**config.mk**
```make
export PLATFORM = sky130hd
export DESIGN_NAME = dfte_engine
export DESIGN_NICKNAME = d
export VERILOG_FILES = /design/src/rtl/dfte_pkg.sv /design/src/rtl/dfte_engine.sv
export SDC_FILE = /design/constraint.sdc
export NUM_CORES = 2
export LEC_CHECK = 0
export BUFFER_PORTS_ARGS = -buffer_cell sky130_fd_sc_hd__buf_2
export CAP_MARGIN = 20
export CORE_UTILIZATION = 39
export CTS_CLUSTER_SIZE = 20
export DETAILED_ROUTE_END_ITERATION = 7
export HOLD_SLACK_MARGIN = 0.05
export PLACE_DENSITY = 0.59
export SLEW_MARGIN = 20
export SYNTH_ARGS = -nofsm -noshare
export SYNTH_HDL_FRONTEND = slang
export SYNTH_SLANG_ARGS = --single-unit
```
**constraint.sdc**
```tcl
create_clock -name clk -period 20.3 [get_ports clk]
set_input_delay 4.06 -clock clk [delete_from_list [all_inputs] [get_ports clk]]
set_output_delay 4.06 -clock clk [all_outputs]
set_load 0.01 [all_outputs]
```
**src/rtl/dfte_pkg.sv**
```systemverilog
package dfte_pkg;
	localparam int unsigned CLK_PERIOD_NS = 20;
	localparam int unsigned NS_PER_US = 1000;
	localparam int unsigned US_CYC = NS_PER_US / CLK_PERIOD_NS;
	localparam int unsigned GUARD_US = 4;
	localparam int unsigned REF_US = 8;
	localparam int unsigned UNIT_US = 8;
	localparam logic [5:0] MIN_UNITS = 6'h02;
	localparam logic [5:0] CAP_STD = 6'h14;
	localparam logic [5:0] CAP_5B = 6'h1F;
	localparam logic [5:0] CAP_6B = 6'h3F;
	localparam logic [15:0] UNIT_CYC = 16'(UNIT_US * US_CYC);
	localparam logic [15:0] GREF_CYC = 16'((GUARD_US + REF_US) * US_CYC);
	localparam logic [15:0] REF_CYC = 16'(REF_US * US_CYC);
	localparam logic [15:0] US16 = 16'(US_CYC);
	localparam logic [7:0] SP4_CYC = 8'(4 * US_CYC);
	localparam logic [7:0] SP2_CYC = 8'(2 * US_CYC);
	localparam logic [7:0] SP1_CYC = 8'(US_CYC);
	localparam logic [7:0] SPH_CYC = 8'(US_CYC / 2);
	localparam logic [2:0] SP_4US = 3'h1;
	localparam logic [2:0] SP_2US = 3'h2;
	localparam logic [2:0] SP_1US = 3'h3;
	localparam logic [2:0] SP_HALF = 3'h4;
	localparam logic [1:0] TT_SHORT = 2'h1;
	localparam logic [1:0] TT_LONG = 2'h2;
	localparam logic [11:0] OFS_CTRL = 12'h000;
	localparam logic [11:0] OFS_OFFSET = 12'h004;
	localparam logic [11:0] OFS_INLINE = 12'h008;
	localparam logic [11:0] OFS_PATTERN = 12'h00C;
	localparam logic [11:0] OFS_TASK = 12'h010;
	localparam logic [11:0] OFS_PTR = 12'h014;
	localparam logic [11:0] OFS_MAX = 12'h018;
	localparam logic [11:0] OFS_AMOUNT = 12'h01C;
	localparam logic [11:0] OFS_STATUS = 12'h020;
	localparam logic [11:0] OFS_PIN0 = 12'h040;
	localparam int C_MODE = 0;
	localparam int C_TRANSMIT_ENABLE_TASK = 1;
	localparam int C_TRIG = 2;
	localparam int C_FMT = 3;
	localparam int C_SWSP = 8;
	localparam int C_REFSP = 12;
	localparam int C_POSTSP = 16;
	localparam int C_LEN = 24;
	localparam int I_EN = 0;
	localparam int I_DATA = 1;
	localparam int I_RANGE = 2;
	localparam int I_SHORT = 4;
	localparam int I_LONG = 8;
	localparam int I_MASK = 16;
	localparam int I_MATCH = 24;
	localparam int PIN_CONN = 5;
	localparam int PRESENT_BIT = 5;
	localparam int FLAG_CTE = 2;
	localparam logic [5:0] ADV_SKIP = 6'h06;
	localparam logic [5:0] ADV_INFO0 = 6'h04;
	localparam logic [5:0] DC_INFO = 6'h02;
	localparam int NSIG = 8;
	localparam int NPIN = 32;
	localparam int DEPTH = 16;
	localparam logic [4:0] DEPTH5 = 5'h10;
	localparam logic [3:0] IDX_LOOP = 4'h2;
	localparam logic signed [8:0] PH_MAX = 9'sh0C9;
	localparam logic [15:0] SAT_NEG = 16'h8000;
	typedef enum logic [4:0] {
		SW_IDLE = 5'h01,
		SW_OFS = 5'h02,
		SW_REF = 5'h04,
		SW_SLOT = 5'h08,
		SW_TAIL = 5'h10
	} dfte_sw_t;
endpackage : dfte_pkg

```
**src/rtl/dfte_engine.sv**
```systemverilog
// The placing of the registers and the APB register port were chosen for this implementation.
`timescale 1ns/1ns
`default_nettype none
module dfte_engine
	import dfte_pkg::*;
(
	input wire logic clk,
	input wire logic rst,
	input wire logic [11:0] paddr,
	input wire logic psel,
	input wire logic penable,
	input wire logic pwrite,
	input wire logic [31:0] pwdata,
	output logic [31:0] prdata,
	output logic pready,
	output logic pslverr,
	input wire logic transmit_enable_task,
	input wire logic receive_enable_task,
	input wire logic address_event,
	input wire logic crc_end,
	input wire logic rx_byte_valid,
	input wire logic [7:0] rx_byte,
	input wire logic [11:0] iq_i,
	input wire logic [11:0] iq_q,
	input wire logic iq_i_ovf,
	input wire logic iq_q_ovf,
	input wire logic [12:0] mag_in,
	input wire logic [8:0] phase_in,
	output logic tone_tx,
	output logic tone_found_event,
	output logic [NPIN-1:0] pin_out,
	output logic [NPIN-1:0] pin_oe,
	output logic dma_req,
	output logic [31:0] dma_addr,
	output logic [31:0] dma_wdata,
	input wire logic dma_ack
);
	logic [31:0] ctrl_q, inl_q, ptr_q;
	logic [15:0] ofs_q, max_q, amount_q;
	logic [5:0] pin_q [NSIG];
	logic [7:0] pat_q [DEPTH];
	logic [4:0] pat_n_q;
	logic [3:0] wr_idx_q, sw_idx_q;
	logic [31:0] rdata_d;
	logic err_d, wr;
	logic dir_tx_q, acq_q, run_q, smp_on_q, ref_go_q;
	logic [15:0] el_q, sw_cnt_q, smp_cnt_q, ref_left_q;
	logic [7:0] cur_q, b0_q, info_q;
	logic [5:0] bidx_q, info_idx_q;
	logic want_q, found_q, rel_q;
	dfte_sw_t sw_q;

	function automatic logic [7:0] sp_cyc(input logic [2:0] c);
		unique case (c)
			SP_4US: sp_cyc = SP4_CYC;
			SP_2US: sp_cyc = SP2_CYC;
			SP_HALF: sp_cyc = SPH_CYC;
			default: sp_cyc = SP1_CYC;
		endcase
	endfunction : sp_cyc

	// apb: one wait state, pready from flop
	assign wr = psel && penable && pwrite && pready;
	always_comb begin
		rdata_d = '0;
		err_d = 1'b0;
		if (paddr[11:5] == OFS_PIN0[11:5]) begin
			rdata_d = {26'h0, pin_q[paddr[4:2]]};
		end else begin
			unique case (paddr)
				OFS_CTRL: rdata_d = ctrl_q;
				OFS_OFFSET: rdata_d = {16'h0, ofs_q};
				OFS_INLINE: rdata_d = inl_q;
				OFS_PATTERN: rdata_d = {27'h0, pat_n_q};
				OFS_TASK: rdata_d = '0;
				OFS_PTR: rdata_d = ptr_q;
				OFS_MAX: rdata_d = {16'h0, max_q};
				OFS_AMOUNT: rdata_d = {16'h0, amount_q};
				OFS_STATUS: rdata_d = {found_q, 11'h0, run_q, acq_q,
					smp_on_q, dir_tx_q, cur_q, info_q};
				default: err_d = 1'b1;
			endcase
		end
	end

	always_ff @(posedge clk or posedge rst) begin
		if (rst) begin
			pready <= 1'b0;
			prdata <= '0;
			pslverr <= 1'b0;
		end else begin
			pready <= psel && penable && !pready;
			pslverr <= psel && penable && !pready && err_d;
			if (psel && penable && !pready) begin
				prdata <= pwrite ? 32'h0 : rdata_d;
			end
		end
	end

	always_ff @(posedge clk or posedge rst) begin
		if (rst) begin
			ctrl_q <= '0;
			ofs_q <= '0;
			inl_q <= '0;
			ptr_q <= '0;
			max_q <= '0;
			for (int n = 0; n < NSIG; n++) pin_q[n] <= '0;
		end else if (wr && !err_d) begin
			if (paddr[11:5] == OFS_PIN0[11:5]) begin
				pin_q[paddr[4:2]] <= pwdata[5:0];
			end
			if (paddr == OFS_CTRL) ctrl_q <= pwdata;
			if (paddr == OFS_OFFSET) ofs_q <= pwdata[15:0];
			if (paddr == OFS_INLINE) inl_q <= pwdata;
			if (paddr == OFS_PTR) ptr_q <= pwdata;
			if (paddr == OFS_MAX) max_q <= pwdata[15:0];
		end
	end

	// pattern buffer fill, overwrite wraps to entry 2
	always_ff @(posedge clk or posedge rst) begin
		if (rst) begin
			pat_n_q <= '0;
			wr_idx_q <= '0;
			for (int e = 0; e < DEPTH; e++) pat_q[e] <= '0;
		end else if (wr && paddr == OFS_TASK && pwdata[0]) begin
			pat_n_q <= '0;
			wr_idx_q <= '0;
		end else if (wr && paddr == OFS_PATTERN) begin
			pat_q[wr_idx_q] <= pwdata[7:0];
			if (pat_n_q != DEPTH5) pat_n_q <= pat_n_q + 5'h1;
			wr_idx_q <= (wr_idx_q == 4'(DEPTH - 1)) ? IDX_LOOP :
				wr_idx_q + 4'h1;
		end
	end

	logic inline_rx, aod, sw_en, go_ok, run_go, trig, proc_go, done;
	logic hdr_ok;
	logic [5:0] t_raw, cap, units;
	logic [15:0] len_cyc;
	logic [2:0] post_code;
	logic [7:0] sw_sp, ref_sp, post_sp;
	assign aod = ctrl_q[C_MODE];
	assign inline_rx = inl_q[I_EN] && !dir_tx_q;
	assign sw_en = aod ? dir_tx_q : !dir_tx_q;
	assign hdr_ok = (rx_byte & inl_q[I_MASK +: 8]) == inl_q[I_MATCH +: 8];
	always_comb begin
		unique case (inl_q[I_RANGE +: 2])
			2'h0: cap = CAP_STD;
			2'h1: cap = CAP_5B;
			default: cap = CAP_6B;
		endcase
		t_raw = inl_q[I_RANGE + 1] ? info_q[5:0] : {1'b0, info_q[4:0]};
		if (!inline_rx) t_raw = {1'b0, ctrl_q[C_LEN +: 5]};
		units = (t_raw < MIN_UNITS) ? MIN_UNITS :
			(t_raw > cap && inline_rx) ? cap : t_raw;
		post_code = ctrl_q[C_POSTSP +: 3];
		if (inline_rx) begin
			if (aod) begin
				if (info_q[7:6] == TT_SHORT)
					post_code = inl_q[I_SHORT +: 3];
				else if (info_q[7:6] == TT_LONG)
					post_code = inl_q[I_LONG +: 3];
			end else if (ctrl_q[C_SWSP +: 3] == SP_2US) begin
				post_code = inl_q[I_SHORT +: 3];
			end else if (ctrl_q[C_SWSP +: 3] == SP_4US) begin
				post_code = inl_q[I_LONG +: 3];
			end
		end
	end
	assign len_cyc = 16'({10'h0, units} * UNIT_CYC);
	assign sw_sp = sp_cyc(ctrl_q[C_SWSP +: 3]);
	assign ref_sp = sp_cyc(ctrl_q[C_REFSP +: 3]);
	assign post_sp = sp_cyc(post_code);
	assign go_ok = dir_tx_q ? ctrl_q[C_TRANSMIT_ENABLE_TASK] : (!inl_q[I_EN] || found_q);
	assign run_go = crc_end && go_ok;
	assign trig = (!inline_rx && ctrl_q[C_TRIG]) ? address_event :
		crc_end;
	assign proc_go = trig && go_ok;
	assign done = run_q && el_q == len_cyc - 16'h1;

	// inline parse of header octets
	always_ff @(posedge clk or posedge rst) begin
		if (rst) begin
			bidx_q <= '0;
			b0_q <= '0;
			info_q <= '0;
			info_idx_q <= '0;
			want_q <= 1'b0;
			found_q <= 1'b0;
			tone_found_event <= 1'b0;
		end else begin
			tone_found_event <= 1'b0;
			if (address_event) begin
				bidx_q <= '0;
				want_q <= 1'b0;
				found_q <= 1'b0;
			end else if (rx_byte_valid && inline_rx) begin
				if (bidx_q != 6'h3F) bidx_q <= bidx_q + 6'h1;
				if (bidx_q == 6'h0) begin
					b0_q <= rx_byte;
					want_q <= hdr_ok && (!inl_q[I_DATA] ||
						rx_byte[PRESENT_BIT]);
					info_idx_q <= inl_q[I_DATA] ? DC_INFO : ADV_INFO0;
				end else if (want_q && bidx_q == info_idx_q) begin
					info_q <= rx_byte;
					found_q <= 1'b1;
					want_q <= 1'b0;
					tone_found_event <= 1'b1;
				end else if (!inl_q[I_DATA] && bidx_q == 6'h2) begin
					if (rx_byte[5:0] == 6'h0) want_q <= 1'b0;
				end else if (!inl_q[I_DATA] && bidx_q == 6'h3) begin
					want_q <= want_q && rx_byte[FLAG_CTE];
					info_idx_q <= ADV_INFO0 +
						(rx_byte[0] ? ADV_SKIP : 6'h0) +
						(rx_byte[1] ? ADV_SKIP : 6'h0);
				end
			end
		end
	end

	// tone window and transmitted ones
	always_ff @(posedge clk or posedge rst) begin
		if (rst) begin
			dir_tx_q <= 1'b0;
			run_q <= 1'b0;
			el_q <= '0;
			tone_tx <= 1'b0;
		end else begin
			if (transmit_enable_task) dir_tx_q <= 1'b1;
			if (receive_enable_task) dir_tx_q <= 1'b0;
			if (run_go) begin
				run_q <= 1'b1;
				el_q <= '0;
			end else if (done) begin
				run_q <= 1'b0;
			end else if (run_q) begin
				el_q <= el_q + 16'h1;
			end
			tone_tx <= dir_tx_q && (run_go || (run_q && !done));
		end
	end

	// antenna switcher
	always_ff @(posedge clk or posedge rst) begin
		if (rst) begin
			sw_q <= SW_IDLE;
			sw_cnt_q <= '0;
			sw_idx_q <= IDX_LOOP;
			cur_q <= '0;
			acq_q <= 1'b0;
			rel_q <= 1'b0;
		end else begin
			if (transmit_enable_task || receive_enable_task) begin
				cur_q <= pat_q[0];
				acq_q <= aod ? transmit_enable_task : receive_enable_task;
				rel_q <= 1'b0;
				sw_q <= SW_IDLE;
			end else begin
				// entry 0 stands on the pins one cycle before release
				rel_q <= 1'b0;
				if (rel_q) acq_q <= 1'b0;
				unique case (sw_q)
					SW_IDLE: if (proc_go && sw_en) begin
						sw_q <= SW_OFS;
						sw_cnt_q <= 16'(ofs_q[7:0] * US16);
					end
					SW_OFS: if (sw_cnt_q == 16'h0) begin
						cur_q <= pat_q[1];
						sw_idx_q <= IDX_LOOP;
						sw_cnt_q <= GREF_CYC - 16'h1;
						sw_q <= SW_REF;
					end else begin
						sw_cnt_q <= sw_cnt_q - 16'h1;
					end
					SW_REF, SW_SLOT: if (done) begin
						// tail runs on from the last switch, cut to one slot after tone end if longer
						if (sw_cnt_q > {8'h0, sw_sp})
							sw_cnt_q <= {8'h0, sw_sp} - 16'h1;
						else if (sw_cnt_q != 16'h0)
							sw_cnt_q <= sw_cnt_q - 16'h1;
						sw_q <= SW_TAIL;
					end else if (sw_cnt_q == 16'h0) begin
						cur_q <= pat_q[sw_idx_q];
						sw_idx_q <= ({1'b0, sw_idx_q} + 5'h1 >= pat_n_q) ?
							IDX_LOOP : sw_idx_q + 4'h1;
						sw_cnt_q <= {8'h0, sw_sp} - 16'h1;
						sw_q <= SW_SLOT;
					end else begin
						sw_cnt_q <= sw_cnt_q - 16'h1;
					end
					SW_TAIL: if (sw_cnt_q == 16'h0) begin
						cur_q <= pat_q[0];
						rel_q <= 1'b1;
						sw_q <= SW_IDLE;
					end else begin
						sw_cnt_q <= sw_cnt_q - 16'h1;
					end
				endcase
			end
		end
	end

	generate
		for (genvar p = 0; p < NPIN; p++) begin : g_pin
			always_ff @(posedge clk or posedge rst) begin
				if (rst) begin
					pin_out[p] <= 1'b0;
					pin_oe[p] <= 1'b0;
				end else begin
					pin_out[p] <= 1'b0;
					pin_oe[p] <= 1'b0;
					for (int n = 0; n < NSIG; n++) begin
						if (acq_q && pin_q[n][PIN_CONN] &&
							pin_q[n][4:0] == 5'(p)) begin
							pin_out[p] <= cur_q[n];
							pin_oe[p] <= 1'b1;
						end
					end
				end
			end
		end
	endgenerate

	// sampler and dma
	logic take;
	logic [15:0] ival, qval;
	logic signed [8:0] ph;
	assign take = smp_on_q && smp_cnt_q == 16'h0 && !done;
	assign ival = iq_i_ovf ? SAT_NEG : {{4{iq_i[11]}}, iq_i};
	assign qval = iq_q_ovf ? SAT_NEG : {{4{iq_q[11]}}, iq_q};
	assign ph = ($signed(phase_in) > PH_MAX) ? PH_MAX :
		($signed(phase_in) < -PH_MAX) ? -PH_MAX : $signed(phase_in);
	always_ff @(posedge clk or posedge rst) begin
		if (rst) begin
			smp_on_q <= 1'b0;
			smp_cnt_q <= '0;
			ref_left_q <= '0;
			ref_go_q <= 1'b0;
		end else if (proc_go && !dir_tx_q) begin
			smp_on_q <= 1'b1;
			smp_cnt_q <= 16'(ofs_q[15:8] * US16);
			ref_left_q <= REF_CYC;
			ref_go_q <= 1'b0;
		end else if (done) begin
			smp_on_q <= 1'b0;
		end else if (smp_on_q) begin
			if (take) ref_go_q <= 1'b1;
			if (ref_go_q && ref_left_q != 16'h0)
				ref_left_q <= ref_left_q - 16'h1;
			if (take)
				smp_cnt_q <= {8'h0, (ref_left_q > 16'h1) ? ref_sp :
					post_sp} - 16'h1;
			else
				smp_cnt_q <= smp_cnt_q - 16'h1;
		end
	end

	always_ff @(posedge clk or posedge rst) begin
		if (rst) begin
			amount_q <= '0;
			dma_req <= 1'b0;
			dma_addr <= '0;
			dma_wdata <= '0;
		end else begin
			if (dma_ack) dma_req <= 1'b0;
			if (proc_go && !dir_tx_q) begin
				amount_q <= '0;
			end else if (take && amount_q < max_q && !dma_req) begin
				dma_req <= 1'b1;
				dma_addr <= ptr_q + {14'h0, amount_q, 2'h0};
				dma_wdata <= ctrl_q[C_FMT] ?
					{3'h0, mag_in, {7{ph[8]}}, ph} :
					{qval, ival};
				amount_q <= amount_q + 16'h1;
			end
		end
	end
endmodule : dfte_engine
`default_nettype wire

```
==> reports/results.ini <==
[synth]
yosys.area.top_type=dfrtp_1
synth_top_area_share_pct=41.1
syn_avg_cell_area_um2=9.53
synth-seq-area-share_pct=41.3
yosys.area_share.adder_pct=5.42
synth_cell_type_count=97
synth_area_leaders=dfrtp_1, mux2_2, ha_1, nor2_1, nand2_1
synthFlopType=dfrtp_1
synth_compound_area_share_pct=12.9
muxShareOfSynthArea_pct=16.1
syn_inst=3801
async_flop_share_pct=100
yosys_warnings=0
netlist_area_um2=36200
synth_edf_count=0
syn_nets=4064
ys_seq_elements=597
synth-simple-area-share_pct=17.9
synth_xor_area_share_pct=2.81
synth_top_family_by_area=simple AND/OR/NAND/NOR gates

[worst_setup_path]
reg2reg_from=dir_tx_q$_DFFE_PP0N_
cp-end-kind=flip-flop
critPathLaunch=dir_tx_q$_DFFE_PP0N_
required_ns=20.82
arrival_ns=8.74
r2r_slack_ns=12.08
crit_end=dma_wdata[31]$_DFFE_PP0P_
cp-start-kind=flip-flop
reg2regPathDepth=27
path_class=reg -> reg
timing.rr.end=dma_wdata[31]$_DFFE_PP0P_
worst-path-max-fanout=98

[layout]
fin_cells=5274
final_nets=4234
regArea_um2=14900
multiInputGateArea_um2=20000
n_fill_cell=8855
stdcell_area_um2=41200
areaGrowthSynthToFinish_pct=13.8
drive_gt1_share_pct=21.8

[sta]
post-route-min-period_ns=8.22
setup_viol=0
tightest_slew_ns=1.22
drv_slew=0
rsz0062_at_grt=false
max_slew_margin_pct=18.7
post-route-period-util_pct=40.5
fin_skew_ns=0.0348
fmax_ghz=0.122
final_hold_viol_count=0
fin_tns_setup_ns=0

[clock_network]
cts.sinks=597
post_cts_resized=0
clk_pin_slew_ns=0.06
cts_root_buffer=clkbuf_16
postCtsHoldBufs=0
cts_max_path_buffers=3
tritoncts=done
post_cts_buffers=0
cts_buffers=71
clk_latency_ns=0.64
htree_levels=3

[route]
dr_total_vias=30700
drc=0
post_drt_via_cell_ratio=5.82
ant_nets=0
drt_iter0_drc=2886
firstDrtPassIters=8
wire_per_inst_um=23.2
drt-total-wl_mm=123

[global_routing]
grt_start_max_net_pins=191
grt_pass1_wl_mm=185
track_usage_pct=25.6
overflow=0
grt_pass1_vias=29600
antenna_found_initial=15

[pwr]
pwr-share-seq_pct=45.6
switching_share_pct=24.6
vdd.ir_drop.worst_v=0.0000515
powerDensity_nw_per_um2=65.1
comb_power_share_pct=5.2
leakage_nw=19.3
p_switching_mw=0.661
p_int_mw=2.02
p_clk_share_pct=49.2
power_mw=2.68

[floorplanning]
start_util_pct=39.4
dieWidth_um=307
core-area_um2=91800
dieArea_um2=94100
io_pins=276
num_rows=111
die_height_um=307

[place]
io_buffers=275
gp_congestion=0.974
dpl.hpwl_mm=87.2
dp.cells=5138
placed_cell_area_um2=38700

[hold_path]
hold_class=reg -> reg

[run]
maxCapViolCount=0

[run_status]
outcome=completed

[cells by family after synthesis]
family,Yosys count
fa+ha+maj,152
buf+inv,337
xor+xnor,116
mux,483
flops,597
compound gates,730
simple gates,1386
[flip-flops by register name, summed over array words and instances, names as in the netlist, 32 cells and up]
| signal | cells |
|---|---|
| pat_q | 128 |
| pin_out | 32 |
| pin_oe | 32 |
| inl_q | 32 |
| ctrl_q | 32 |
| dma_addr | 32 |
| prdata | 32 |
| pin_q | 48 |
| ptr_q | 32 |
[synth_stat cells, types with 16 or more instances]
cell type / count
ha_1: 144
and3_1: 31
mux2i_1: 100
a222oi_1: 22
a31oi_1: 23
nand2_1: 396
o21ai_0: 212
or2_2: 18
nand3_1: 77
nor2_1: 452
a21o_1: 32
nor2b_1: 43
nand4_1: 26
nor4_1: 79
xnor2_1: 84
dfrtp_1: 595
and2_1: 17
a22oi_1: 39
inv_1: 113
a221oi_1: 16
a211oi_1: 39
clkbuf_1: 186
mux4_2: 44
xor2_1: 32
or3_1: 26
mux2_2: 319
nor3_1: 114
nand2b_1: 38
a21oi_1: 196
mux2_1: 19
[power by group through the flow]
| stage | logic, mW | clock network, mW | registers, mW |
|---|---|---|---|
| floorplan | 0.0870 | 0 | 1.24 |
| global placement | 0.139 | 0 | 1.24 |
| detailed placement | 0.140 | 0 | 1.24 |
| CTS | 0.140 | 1.35 | 1.22 |
| global route | 0.157 | 1.40 | 1.22 |
| finish | 0.140 | 1.32 | 1.22 |
[layout make-up]
| type | count | area share (%) |
|---|---|---|
| antenna | 5 | 0.0304 |
| clock buffer | 104 | 5.15 |
| clock inverter | 24 | 0.753 |
| inverter | 115 | 1.06 |
| multi-input combinational | 2867 | 48.6 |
| sequential | 597 | 36.3 |
| tap | 1243 | 3.77 |
| timing repair buffer | 319 | 4.36 |
[routing by layer]
metal / up-vias / track usage [%] / routed length (um)
li1: 14000 / - / -
met1: 15100 / 34.7 / 52700
met2: 1231 / 39.4 / 54800
met3: 305 / 4.78 / 9050
met4: 12 / 12.1 / 5820
met5: - / 0 / 72
[through the flow]
stage / hold WS, ns / util [%] / setup WS (ns)
after detailed placement: 0.461 / 42.1 / 12.17
after global placement: 0.460 / 42.1 / 12.27
after global routing: 0.489 / 44.9 / 11.44
final: 0.473 / 44.9 / 12.08
after floorplan: 0.450 / - / 8.10
after CTS: 0.474 / 44.8 / 12.10
[worst max-delay path, stage by stage, from the launching register on]
cell and delay (ns):
dfrtp_1 0.51, nor2b_2 0.63, and3_1 0.25, ha_1 0.14, nand2_1 0.07, mux2i_1 0.25, nand2_1 0.14, o21ai_0 0.23
nand2_1 0.14, nand2_1 0.08, o21ai_0 0.07, o211ai_1 0.29, ha_1 0.29, ha_1 0.27, ha_1 0.30, inv_1 0.06
fa_1 0.45, nand2b_1 0.18, a211oi_1 0.45, mux4_2 0.39, or3_1 0.42, o41ai_1 0.64, o22ai_2 0.25, o21ai_2 0.19
buf_4 0.36, nor3_4 0.07, buf_4 0.38, mux2_1 0.46
[how the worst min path moves through the flow]
stage | from | to | slack, ns | depth (start not counted)
6_report | prdata[8]$_DFFE_PP0P_ | prdata[8]$_DFFE_PP0P_ | 0.47 | 1
4_1_cts | prdata[15]$_DFFE_PP0P_ | prdata[15]$_DFFE_PP0P_ | 0.47 | 1
2_1_floorplan | sw_cnt_q[13]$_DFFE_PP0P_ | sw_cnt_q[13]$_DFFE_PP0P_ | 0.45 | 1
3_3_place_gp | prdata[8]$_DFFE_PP0P_ | prdata[8]$_DFFE_PP0P_ | 0.46 | 1
3_5_place_dp | prdata[15]$_DFFE_PP0P_ | prdata[15]$_DFFE_PP0P_ | 0.46 | 1
5_1_grt | prdata[8]$_DFFE_PP0P_ | prdata[8]$_DFFE_PP0P_ | 0.49 | 1
[layout by cell type (no fill, tap or decap), types with 12 or more instances in the layout]
cell,instances
o21ai_0,211
or4_1,13
or3_1,26
a31oi_1,23
a222oi_1,22
o211ai_1,14
buf_2,275
a22o_1,15
dfrtp_1,589
nor3_1,111
mux2_1,19
clkbuf_8,20
ha_1,144
o31ai_1,14
a21o_1,32
mux4_2,44
inv_1,112
nor2_1,447
mux2i_1,100
mux2_2,319
clkbuf_16,72
a22oi_1,39
a21oi_1,196
xor2_1,32
nand3_1,77
a211oi_1,39
clkbuf_1,12
nor2b_1,43
nand2_1,396
xnor2_1,84
and3_1,31
or2_2,18
buf_4,38
nor4_1,77
nand2b_1,38
a221oi_1,16
nand4_1,26
and2_1,17
No activity file was read; power rests on OpenSTA's default activity.
